File: config.mk
export PLATFORM = sky130hd
export DESIGN_NAME = adc_operating_mode
export DESIGN_NICKNAME = d
export VERILOG_FILES = /design/src/rtl/adc_mode_pkg.sv /design/src/rtl/adc_operating_mode.sv
export SDC_FILE = /design/constraint.sdc
export NUM_CORES = 1
export LEC_CHECK = 0
export BUFFER_PORTS_ARGS = -buffer_cell sky130_fd_sc_hd__clkbuf_2
export CAP_MARGIN = 10
export CORE_MARGIN = 2
export CORE_UTILIZATION = 58
export CTS_CLUSTER_DIAMETER = 100
export DETAILED_ROUTE_END_ITERATION = 6
export GPL_TIMING_DRIVEN = 1
export PLACE_DENSITY = 0.89
export SLEW_MARGIN = 30
export SYNTH_ARGS = -nofsm -noshare
export SYNTH_HDL_FRONTEND = slang
export SYNTH_SLANG_ARGS = --single-unit
export TNS_END_PERCENT = 20
File: constraint.sdc
create_clock -name aclk -period 6.75 [get_ports aclk]
set_input_delay 0.675 -clock aclk [delete_from_list [all_inputs] [get_ports aclk]]
set_output_delay 0.675 -clock aclk [all_outputs]
set_load 0.02 [all_outputs]
File: src/rtl/adc_mode_pkg.sv
// package for the converter operating mode register block
// assumes an axi4-lite master with 32-bit data on the same clock
package adc_mode_pkg;
	localparam int          addr_w           = 8;
	localparam int          data_w           = 32;
	localparam logic [7:0]  mode_reg_index   = 8'h01;
	localparam logic [7:0]  mode_reg_addr    = 8'h04;
	localparam logic [15:0] mode_reset       = 16'h2000;
	localparam logic [15:0] mode_write_mask  = 16'he77c;
	localparam int          ref_en_bit       = 15;
	localparam int          spare_bit        = 14;
	localparam int          settled_bit      = 13;
	localparam int          delay_lsb        = 8;
	localparam int          opmode_lsb       = 4;
	localparam int          clksel_lsb       = 2;
	localparam logic [1:0]  resp_okay        = 2'b00;
	localparam logic [1:0]  resp_slverr      = 2'b10;
	localparam int          clk_mhz          = 50;
	// settling delays in microseconds, indexed by delay code
	localparam int          delay_us [8]     = '{0, 16, 64, 160, 400, 800, 3000, 4000};
	localparam int          cnt_w            = 18;

	typedef enum logic [2:0] {
		op_continuous = 3'h0, op_single = 3'h1, op_standby = 3'h2, op_power_down = 3'h3,
		op_int_offset = 3'h4, op_int_gain = 3'h5, op_sys_offset = 3'h6, op_sys_gain = 3'h7
	} op_mode_t;

	typedef enum logic [1:0] {
		clk_internal = 2'h0, clk_internal_out = 2'h1, clk_external = 2'h2, clk_crystal = 2'h3
	} clock_source_select_t;

	// gray codes along idle, settle, run
	typedef enum logic [1:0] {
		st_idle = 2'b00, st_settle = 2'b01, st_run = 2'b11
	} conv_state_t;

	typedef struct packed {
		logic                 reference_enable;
		logic                 settled_only_output;
		logic [2:0]           settle_code;
		op_mode_t             op_mode;
		clock_source_select_t clock_source_select;
	} mode_ctrl_t;

	function automatic logic [cnt_w-1:0] settle_cycles(input logic [2:0] code);
		settle_cycles = cnt_w'(delay_us[code] * clk_mhz);
	endfunction : settle_cycles
endpackage : adc_mode_pkg

File: src/rtl/adc_operating_mode.sv
// operating mode register of the converter, with axi4-lite slave and control outputs
// assumes a single clock aclk and synchronous active-low reset
//
// What this block does
// - any write to the mode register resets filter, clears ready, starts new conversion or calibration
// - sixteen-bit register at address 0x01, reset value 0x2000
// - bit 15 enables internal reference, buffered 2.5 V on reference output pin
// - bit 13 with one channel active outputs only settled filter results
// - bits 10:8 pick post channel switch settling delay, 0 us to 4 ms
// - bits 6:4 pick continuous, single, standby, power-down or calibration modes
// - bits 3:2 pick internal, internal driven out, external clock or crystal
// - internal oscillator codes also turn the oscillator on
// - reserved bits read zero; bit 14 read-write, others read-only
`timescale 1ns/1ps
module adc_operating_mode
	import adc_mode_pkg::*;
(
	input  wire logic                       aclk,
	input  wire logic                       aresetn,
	// register bus
	input  wire logic [adc_mode_pkg::addr_w-1:0] s_axi_awaddr,
	input  wire logic                       s_axi_awvalid,
	output logic                            s_axi_awready,
	input  wire logic [adc_mode_pkg::data_w-1:0] s_axi_wdata,
	input  wire logic [3:0]                 s_axi_wstrb,
	input  wire logic                       s_axi_wvalid,
	output logic                            s_axi_wready,
	output logic [1:0]                      s_axi_bresp,
	output logic                            s_axi_bvalid,
	input  wire logic                       s_axi_bready,
	input  wire logic [adc_mode_pkg::addr_w-1:0] s_axi_araddr,
	input  wire logic                       s_axi_arvalid,
	output logic                            s_axi_arready,
	output logic [adc_mode_pkg::data_w-1:0] s_axi_rdata,
	output logic [1:0]                      s_axi_rresp,
	output logic                            s_axi_rvalid,
	input  wire logic                       s_axi_rready,
	// converter side
	input  wire logic                       channel_switch,
	input  wire logic                       conversion_done,
	output adc_mode_pkg::mode_ctrl_t        mode_ctrl,
	output logic                            filter_reset,
	output logic                            ready_clear,
	output logic                            conversion_start,
	output logic                            input_processing,
	output logic                            internal_osc_enable,
	output logic                            clock_io_drive,
	output logic                            reference_output_enable
);
	import adc_mode_pkg::*;

	typedef struct packed {
		logic [15:0]              mode_reg;
		logic                     aw_held;
		logic [addr_w-1:0]        aw_addr;
		logic                     w_held;
		logic [data_w-1:0]        w_data;
		logic [3:0]               w_strb;
		logic                     bvalid;
		logic [1:0]               bresp;
		logic                     rvalid;
		logic [data_w-1:0]        rdata;
		logic [1:0]               rresp;
		conv_state_t              state;
		logic [cnt_w-1:0]         count;
		logic                     filter_reset;
		logic                     ready_clear;
		logic                     conversion_start;
		logic                     input_processing;
		logic                     osc_en;
		logic                     clk_out;
		logic                     ref_en;
	} state_t;

	state_t cur;
	state_t next_cur;

	function automatic mode_ctrl_t unpack_mode(input logic [15:0] r);
		unpack_mode.reference_enable    = r[ref_en_bit];
		unpack_mode.settled_only_output = r[settled_bit];
		unpack_mode.settle_code         = r[delay_lsb +: 3];
		unpack_mode.op_mode             = op_mode_t'(r[opmode_lsb +: 3]);
		unpack_mode.clock_source_select = clock_source_select_t'(r[clksel_lsb +: 2]);
	endfunction : unpack_mode

	// byte lanes 0 and 1 carry the sixteen register bits
	function automatic logic [15:0] merge_lanes(
		input logic [15:0]       old_value,
		input logic [data_w-1:0] new_data,
		input logic [3:0]        strb
	);
		merge_lanes = old_value;
		if (strb[0]) begin
			merge_lanes[7:0] = new_data[7:0];
		end
		if (strb[1]) begin
			merge_lanes[15:8] = new_data[15:8];
		end
		// read-only reserved bits stay zero
		merge_lanes = merge_lanes & mode_write_mask;
	endfunction : merge_lanes

	// the mode register answers at its byte address only
	function automatic logic address_hits(input logic [addr_w-1:0] addr);
		if (addr == mode_reg_addr) begin
			address_hits = 1'b1;
		end else begin
			address_hits = 1'b0;
		end
	endfunction : address_hits

	// only the mode register is mapped; the upper half reads zero
	function automatic logic [data_w-1:0] read_word(input logic [15:0] value);
		read_word       = '0;
		read_word[15:0] = value;
	endfunction : read_word

	////////////////////////////////////////////////////////////////////////////////
	// next state

	logic [15:0] wr_value;
	logic        do_write;
	logic        hit_write;
	logic        runs;
	mode_ctrl_t  ctl;

	always_comb begin
		next_cur                  = cur;
		next_cur.filter_reset     = 1'b0;
		next_cur.ready_clear      = 1'b0;
		next_cur.conversion_start = 1'b0;

		// address and data are held until both have arrived
		if (s_axi_awvalid && !cur.aw_held) begin
			next_cur.aw_held = 1'b1;
			next_cur.aw_addr = s_axi_awaddr;
		end
		if (s_axi_wvalid && !cur.w_held) begin
			next_cur.w_held = 1'b1;
			next_cur.w_data = s_axi_wdata;
			next_cur.w_strb = s_axi_wstrb;
		end
		if (cur.bvalid && s_axi_bready) begin
			next_cur.bvalid = 1'b0;
		end

		do_write  = cur.aw_held && cur.w_held && !cur.bvalid;
		hit_write = do_write && address_hits(cur.aw_addr);
		wr_value  = merge_lanes(cur.mode_reg, cur.w_data, cur.w_strb);

		if (do_write) begin
			next_cur.aw_held = 1'b0;
			next_cur.w_held  = 1'b0;
			next_cur.bvalid  = 1'b1;
			next_cur.bresp   = hit_write ? resp_okay : resp_slverr;
		end
		if (hit_write) begin
			next_cur.mode_reg         = wr_value;
			next_cur.filter_reset     = 1'b1;
			next_cur.ready_clear      = 1'b1;
			next_cur.conversion_start = 1'b1;
		end

		// reads return stored value only, no side effect
		if (cur.rvalid && s_axi_rready) begin
			next_cur.rvalid = 1'b0;
		end
		if (s_axi_arvalid && !cur.rvalid) begin
			next_cur.rvalid = 1'b1;
			if (address_hits(s_axi_araddr)) begin
				next_cur.rdata = read_word(cur.mode_reg);
				next_cur.rresp = resp_okay;
			end else begin
				next_cur.rdata = '0;
				next_cur.rresp = resp_slverr;
			end
		end

		ctl  = unpack_mode(next_cur.mode_reg);
		case (ctl.op_mode)
			op_standby: begin
				runs = 1'b0;
			end
			op_power_down: begin
				runs = 1'b0;
			end
			default: begin
				runs = 1'b1;
			end
		endcase

		// settling delay after channel switch or restart
		case (cur.state)
			st_idle: begin
				next_cur.input_processing = 1'b0;
			end
			st_settle: begin
				next_cur.input_processing = 1'b0;
				if (cur.count == '0) begin
					next_cur.state            = st_run;
					next_cur.input_processing = 1'b1;
				end else begin
					next_cur.count = cur.count - 1'b1;
				end
			end
			st_run: begin
				if (conversion_done && (ctl.op_mode != op_continuous)) begin
					next_cur.state            = st_idle;
					next_cur.input_processing = 1'b0;
				end else if (channel_switch) begin
					next_cur.state            = st_settle;
					next_cur.count            = settle_cycles(ctl.settle_code);
					next_cur.input_processing = 1'b0;
				end
			end
			default: begin
				next_cur.state = st_idle;
			end
		endcase
		if (hit_write) begin
			next_cur.input_processing = 1'b0;
			if (runs) begin
				next_cur.state = st_settle;
				next_cur.count = settle_cycles(ctl.settle_code);
			end else begin
				next_cur.state = st_idle;
			end
		end

		// clock source and reference follow the stored fields
		case (ctl.clock_source_select)
			clk_internal: begin
				next_cur.osc_en  = 1'b1;
				next_cur.clk_out = 1'b0;
			end
			clk_internal_out: begin
				next_cur.osc_en  = 1'b1;
				next_cur.clk_out = 1'b1;
			end
			clk_external: begin
				next_cur.osc_en  = 1'b0;
				next_cur.clk_out = 1'b0;
			end
			clk_crystal: begin
				next_cur.osc_en  = 1'b0;
				next_cur.clk_out = 1'b0;
			end
			default: begin
				next_cur.osc_en  = 1'b1;
				next_cur.clk_out = 1'b0;
			end
		endcase
		if (ctl.reference_enable) begin
			next_cur.ref_en = 1'b1;
		end else begin
			next_cur.ref_en = 1'b0;
		end
	end

	////////////////////////////////////////////////////////////////////////////////
	// registers

	always_ff @(posedge aclk) begin
		if (!aresetn) begin
			cur                  <= '0;
			cur.mode_reg         <= mode_reset;
			cur.aw_held          <= 1'b0;
			cur.w_held           <= 1'b0;
			cur.bvalid           <= 1'b0;
			cur.bresp            <= resp_okay;
			cur.rvalid           <= 1'b0;
			cur.rresp            <= resp_okay;
			cur.state            <= st_idle;
			cur.count            <= '0;
			cur.filter_reset     <= 1'b0;
			cur.ready_clear      <= 1'b0;
			cur.conversion_start <= 1'b0;
			cur.input_processing <= 1'b0;
			cur.osc_en           <= 1'b1;
			cur.clk_out          <= 1'b0;
			cur.ref_en           <= 1'b0;
		end else begin
			cur <= next_cur;
		end
	end

	////////////////////////////////////////////////////////////////////////////////
	// outputs

	assign s_axi_awready           = !cur.aw_held;
	assign s_axi_wready            = !cur.w_held;
	assign s_axi_bvalid            = cur.bvalid;
	assign s_axi_bresp             = cur.bresp;
	assign s_axi_arready           = !cur.rvalid;
	assign s_axi_rvalid            = cur.rvalid;
	assign s_axi_rdata             = cur.rdata;
	assign s_axi_rresp             = cur.rresp;
	assign mode_ctrl               = unpack_mode(cur.mode_reg);
	assign filter_reset            = cur.filter_reset;
	assign ready_clear             = cur.ready_clear;
	assign conversion_start        = cur.conversion_start;
	assign input_processing        = cur.input_processing;
	assign internal_osc_enable     = cur.osc_en;
	assign clock_io_drive          = cur.clk_out;
	assign reference_output_enable = cur.ref_en;
endmodule : adc_operating_mode

==> results by group, run 1 <==
Status
  • Status: finished clean

Power
  • Max IR drop VDD: 0.000146 V
  • Switching power total: 0.000263 W
  • PD cells: 198 nW/um^2
  • Net Sw Frac: 27.4%
  • Internal power: 0.000698 W
  • Comb pwr share: 13.1%
  • Lkg Pwr: 2.15 nW
  • Clock power share: 39.5%
  • Sequential share of power: 47.4%

Clock tree
  • CTS H-tree lvls: 3
  • Worst skew pair latency: 360 ps
  • Worst-path clk slew: 80 ps
  • CTS sink cnt: 73
  • Hold buffers post-CTS: 0
  • CTS max path bufs: 2
  • Setup Buffers After CTS: 0
  • PostCTS Resize Cnt: 0
  • CTS root buf: clkbuf_8
  • CTS tree: built
  • CTS Buf Count: 9

Synth
  • Synth warn: 0
  • Syn_area_per_cell: 8.40 sq um
  • Synth Instances: 535
  • Register area share after synthesis: 32.5%
  • Synthesized cell area: 4490 sq um
  • #FFs+latches synth: 73
  • Main synth FF type: dfxtp_1
  • FFs w/ async S/R, synth: 0%
  • Yosys cell types: 64
  • EDFF count, synth: 0

Floorplan
  • # IOs: 119
  • Die Y: 92 um
  • Die area: 8460 sq um
  • Rows: 32
  • Core area: 7610 sq um
  • Initial Util: 59.0%
  • Die width: 92 um

Routing
  • Iter 0 DRT Violations: 269
  • Via count: 3,968
  • Pre-antenna DRT Iters: 5
  • Routed WL per cell: 15.6 um
  • DRC viols: 0
  • Total routed wirelength: 10.6 mm
  • Via-to-Cell Ratio: 5.83
  • ANT nets after route: 0

Worst setup path
  • Req. time, crit path: 7020 ps
  • WP data arrival: 5660 ps
  • Crit path capture type: register
  • Crit Path Max Fanout: 14
  • Kind of start point of the critical path: register
  • Crit Path Category: reg2reg

Timing
  • Worst slew pin tran: 946 ps
  • Final period utilization: 79.9%
  • Unrepaired setup endpoints after global routing: false
  • Fmax: 0.185 GHz
  • Final setup fails: 0
  • Final Skew: 11.6 ps
  • Final min period: 5390 ps
  • Hold Fails Final Rpt: 0
  • Final Max Slew Viols: 0
  • Rel. slew slack: 37.0%
  • Setup TNS: 0 ps

Global routing
  • Number of global-route vias before repair: 3,668
  • Largest net degree at the start of global routing: 67
  • First-pass GRT wire length: 17.6 mm
  • Global route total overflow: 0
  • Total GRT Usage: 25.8%
  • Initial antenna violation count: 0

Placement
  • Placer congestion estimate: 0.900
  • Port bufs: 72
  • Hpwl dp: 7.86 mm
  • Cells after DPL: 666

Cells and area
  • Leading cell types in the layout, fill and taps excluded: dfxtp_1, clkbuf_2, nand2_1
  • Finished Layout Cells: 681
  • Layout cell share with drive strength beyond 1: 18.0%
  • Antenna Cells: 0
  • Most common cell after layout, fill and taps aside: dfxtp_1
  • P&R area growth vs syn: 8.05%
  • Nets@finish: 660

Hold path
  • Worst Hold Class: reg2reg

Job
  • Maximum capacitance violations: 0
## critical path, stage by stage, from the launching register on
cell and delay, ps:
dfxtp_1 330, nor4b_1 710, nand4_1 740, mux2i_1 590, inv_1 170, nor3_1 430
ha_1 320, ha_1 290, a21o_1 170, ha_1 280, ha_1 370, or3_1 390
o21ai_0 90, a31oi_1 70, mux2i_1 130, a211oi_1 220
## power by group through the flow
| stage | sequential [W] | clock [W] | combinational, W |
|---|---|---|---|
| global placement | 0.000464 | 0 | 0.000120 |
| floorplan | 0.000463 | 0 | 0.000103 |
| detailed placement | 0.000465 | 0 | 0.000123 |
| finish | 0.000455 | 0.000379 | 0.000126 |
| global route | 0.000457 | 0.000404 | 0.000138 |
| CTS | 0.000455 | 0.000384 | 0.000125 |
## kinds of logic (layout without fill, tap and decap cells)
group | count (synthesis) | count (layout) | share of synthesized area, %
other | 1 | 23 | 0.0835
DFF | 73 | 73 | 32.5
xor gates and xnor gates | 7 | 7 | 1.36
buffers and inverters | 83 | 105 | 11.0
and+or+nand+nor | 215 | 215 | 25.4
adders and majority gates | 24 | 24 | 7.02
AOI/OAI and AO/OA | 109 | 109 | 17.3
muxes | 23 | 23 | 5.35
## path summary, 6_finish.rpt
| check | from | to | slack (ps) | cells past startpoint |
|---|---|---|---|---|
| max | cur[102]$_SDFFE_PN0P_ | cur[22]$_SDFF_PN0_ | 1360 | 15 |
| min | s_axi_bresp[1]$_SDFFE_PN0P_ | s_axi_bresp[1]$_SDFFE_PN0P_ | 480 | 2 |
| max reg2reg | cur[102]$_SDFFE_PN0P_ | cur[22]$_SDFF_PN0_ | 1360 | 15 |
| min reg2reg | s_axi_bresp[1]$_SDFFE_PN0P_ | s_axi_bresp[1]$_SDFFE_PN0P_ | 480 | 2 |
## cells in the mapped netlist, types with 4 or more instances
| cell | n | area share, % |
|---|---|---|
| ha_1 | 22 | 6.1 |
| or4_1 | 4 | 0.67 |
| buf_4 | 48 | 8.0 |
| inv_1 | 18 | 1.5 |
| xnor2_1 | 6 | 1.2 |
| nor4_1 | 5 | 0.70 |
| and3_1 | 8 | 1.1 |
| a211oi_1 | 6 | 1.0 |
| a21boi_0 | 24 | 4.0 |
| nor3_1 | 11 | 1.2 |
| nand3_1 | 14 | 1.6 |
| nor2b_1 | 27 | 3.8 |
| or3_1 | 8 | 1.1 |
| nand2_1 | 69 | 5.8 |
| mux2_2 | 4 | 1.0 |
| o22ai_1 | 4 | 0.56 |
| o21ai_0 | 12 | 1.3 |
| nor3b_1 | 4 | 0.67 |
| a21oi_1 | 15 | 1.7 |
| mux2i_1 | 18 | 4.0 |
| a31oi_1 | 4 | 0.56 |
| clkbuf_1 | 15 | 1.3 |
| nand4_1 | 4 | 0.56 |
| nor2_1 | 27 | 2.3 |
| nand2b_1 | 7 | 0.97 |
| a22oi_1 | 12 | 2.0 |
| and2_1 | 9 | 1.3 |
| dfxtp_1 | 73 | 33 |
## flip-flops by register name, summed over array words and instances (netlist names)
name	flops
clock_io_drive	1
cur	44
filter_reset	1
input_processing	1
internal_osc_enable	1
mode_ctrl	10
s_axi_bresp	1
s_axi_bvalid	1
s_axi_rdata	11
s_axi_rresp	1
s_axi_rvalid	1
## layout make-up
| cell class | count | area, sq um |
|---|---|---|
| sequential | 73 | 1460 |
| timing repair buffer | 72 | 360 |
| fill | 642 | 2750 |
| multi-input combinational | 401 | 2620 |
| clock buffer | 9 | 124 |
| tap | 102 | 128 |
| clock inverter | 6 | 93.8 |
| inverter | 18 | 67.6 |
## stage by stage
step | cell area, sq um | util [%] | worst slack (ps) | hold WS, ps | power [W]
after global placement | 4640 | 60.9 | 1670 | 458 | 0.000584
after global routing | 4850 | 63.8 | 1100 | 512 | 0.00100
final | 4850 | 63.8 | 1360 | 482 | 0.000961
after detailed placement | 4640 | 60.9 | 1560 | 470 | 0.000588
after floorplan | 4570 | - | 2570 | 441 | 0.000566
after CTS | 4850 | 63.8 | 1480 | 490 | 0.000964
## layer usage
layer / routed length, um / share of wire, % / vias up / GRT usage (%)
met5: 0 / 0 / - / 0
met4: 162 / 1.5 / 0 / 7.34
met3: 700 / 6.6 / 20 / 5.18
met2: 5310 / 50 / 163 / 44.2
met1: 4450 / 42 / 1880 / 33.1
li1: - / - / 1905 / -
Note: power is estimated with default switching activity, not from simulation.
==> run 2: changes to the inputs <==
CORE_UTILIZATION = 48   (was 58)
PLACE_DENSITY = 0.79   (was 0.89)
clock period = 4.4 ns   (was 6.75 ns; I/O delays follow)
==> run 2 against run 1 <==
Critical endpoint unchanged. Combinational power grew 55%. Worst setup slack lost 1100 ps. Sequential power grew 54%. Die area grew 20%. Highest routed layer unchanged. Clock power grew 32%. Routed wire length shrank 1.9%.
==> results by group, run 2 (synthesis results as in run 1) <==
Global routing
  • Largest net degree at the start of global routing: 67 (unchanged)
  • First-pass GRT wire length: 16.9 mm (-3.7%)
  • Initial antenna violation count: 0 (unchanged)
  • Number of global-route vias before repair: 3,609 (-1.6%)
  • Global route total overflow: 0 (unchanged)
  • Total GRT Usage: 20.8% (-5.0 points)

Placement
  • Placer congestion estimate: 0.970 (+7.8%)
  • Hpwl dp: 7.84 mm (-0.26%)
  • Port bufs: 72 (unchanged)
  • Cells after DPL: 682 (+2.4%)

Timing
  • Fmax: 0.244 GHz (+32%)
  • Final Skew: 11.6 ps (-0.0686 ps)
  • Hold Slack: 311 ps (-171 ps)
  • Final setup fails: 0 (unchanged)
  • Worst slew pin tran: 930 ps (-15.9 ps)
  • Hold Fails Final Rpt: 0 (unchanged)
  • Unrepaired setup endpoints after global routing: false
  • Setup TNS: 0 ps (unchanged)
  • Final min period: 4100 ps (-1300 ps)
  • Final Max Slew Viols: 0 (unchanged)
  • Rel. slew slack: 37.9% (+0.94 points)
  • Final period utilization: 93.1% (+13 points)

Worst setup path
  • Crit path top cell by count: ha_1
  • CP startpoint: cur[102]$_SDFFE_PN0P_
  • WP data arrival: 4370 ps (-1290 ps)
  • Crit path capture type: register
  • Ordered cell list for the critical path: nor4b_1 -> buf_4 -> nand4_1 -> buf_4 -> and3_1 -> a21oi_2 -> ha_1 -> fa_1 -> ha_1 -> ha_1 -> or3_1 -> o21ai_0 -> a31oi_1 -> mux2i_1 -> a211oi_1
  • Max stage delay on crit path: 470 ps (-270 ps)
  • Crit Path Max Fanout: 11 (-3)
  • Crit Path Category: reg2reg
  • Crit-path slowest cell: fa_1
  • R2r startpoint: cur[102]$_SDFFE_PN0P_
  • Kind of start point of the critical path: register
  • Req. time, crit path: 4670 ps (-2350 ps)

Cells and area
  • Multi-input logic area: 2640 sq um (+0.81%)
  • P&R area growth vs syn: 9.25%
  • Number of fill cells: 823 (+28%)
  • Most common cell after layout, fill and taps aside: dfxtp_1
  • Antenna Cells: 0 (unchanged)
  • Leading cell types in the layout, fill and taps excluded: dfxtp_1, clkbuf_2, nand2_1
  • Reg area: 1460 sq um (unchanged)
  • Finished Layout Cells: 698 (+2.5%)
  • Layout cell share with drive strength beyond 1: 19.6% (+1.6 points)
  • Nets@finish: 667 (+1.1%)
  • Top reg by flops: cur
  • Max reg flops: 44 (unchanged)

Clock tree
  • CTS root buf: clkbuf_8
  • CTS H-tree lvls: 3 (unchanged)
  • Worst skew pair latency: 360 ps (about the same)
  • Hold buffers post-CTS: 0 (unchanged)
  • CTS tree: built
  • Worst-path clk slew: 80 ps (about the same)
  • CTS sink cnt: 73 (unchanged)
  • CTS Buf Count: 9 (unchanged)
  • CTS max path bufs: 2 (unchanged)

Hold path
  • HP Start: s_axi_wdata[3]
  • Worst Hold Class: in2reg

Routing
  • Via count: 3,875 (-2.3%)
  • Total routed wirelength: 10.4 mm (-1.9%)
  • Routed WL per cell: 14.9 um (-4.3%)
  • Pre-antenna DRT Iters: 4 (-1)
  • DRC viols: 0 (unchanged)
  • Iter 0 DRT Violations: 207 (-23%)
  • Via-to-Cell Ratio: 5.55 (-4.7%)
  • ANT nets after route: 0 (unchanged)

Floorplan
  • Die Y: 101 um (+9.5%)
  • Core area: 9150 sq um (+20%)
  • Die area: 10,100 sq um (+20%)
  • # IOs: 119 (unchanged)
  • Initial Util: 49.1% (-10 points)
  • Rows: 35 (+9.4%)
  • Die width: 101 um (+9.5%)

Power
  • Max IR drop VDD: 0.000216 V (+48%)
  • PD cells: 284 nW/um^2 (+44%)
  • Lkg Pwr: 2.17 nW (+1.0%)

Status
  • Status: finished clean

Job
  • Maximum capacitance violations: 0 (unchanged)
run 2: changes by cell type in the layout (fill, tap and decap cells not counted), moves of 2 or more:
cell and delta:
buf_4 +8, clkinv_4 -3, bufinv_16 -2, inv_6 +2, inv_8 +2
run 2: cell type report:
class / count / share of cell area (%)
inverters: 18 / 1.38
repair buffers: 79 / 8.47
flip-flops and latches: 73 / 29.8
clock inverters: 7 / 1.22
multi-input cells: 401 / 53.8
well taps: 111 / 2.83
clock buffers: 9 / 2.52
run 2: stage by stage:
step | utilization [%] | power, W | setup WS [ps] | cell area (sq um)
3_3_place_gp | 51.3 | 0.000895 | 388 | 4700
3_5_place_dp | 51.3 | 0.000904 | 313 | 4700
5_1_grt | 53.6 | 0.00145 | 18.4 | 4910
4_1_cts | 53.4 | 0.00140 | 236 | 4880
2_1_floorplan | - | 0.000868 | 216 | 4570
6_report | 53.6 | 0.00139 | 305 | 4910
run 2: final timing paths:
kind | to | slack (ps) | depth (start not counted)
worst max-delay path | cur[22]$_SDFF_PN0_ | 300 | 15
worst min-delay path | cur[72]$_SDFFE_PN0P_ | 310 | 3
worst max register to register | cur[22]$_SDFF_PN0_ | 300 | 15
worst min register to register | cur[125]$_SDFFE_PN0P_ | 480 | 2
run 2: critical path: cells and delay by family (launching register included):
kind | cells | cell delay, ps
simple gates | 4 | 1090
fa+ha+maj | 4 | 1430
flops | 1 | 330
compound gates | 4 | 570
mux | 1 | 140
buf+inv | 2 | 470
run 2: power breakdown:
part / leakage, nW / switching (W) / internal (W)
Clock: 0.0901 / 0.000285 / 0.000215
Combinational: 1.49 / 0.000120 / 0.0000755
Sequential: 0.593 / 0.0000200 / 0.000680
run 2: per-layer routing:
metal	GRT usage [%]	up-vias	share of wire, %
met5	0	-	0
met4	7.17	0	1.6
met3	3.61	15	5.1
met2	35.4	118	49
met1	26.5	1819	44
li1	-	1923	-
run 2: repair_timing:
action / in CTS / in global routing
endpoints found under the hold margin: 0 / 0
endpoints found under the setup margin: 0 / 1
gates resized for setup: 0 / 4
setup buffers: 0 / 0
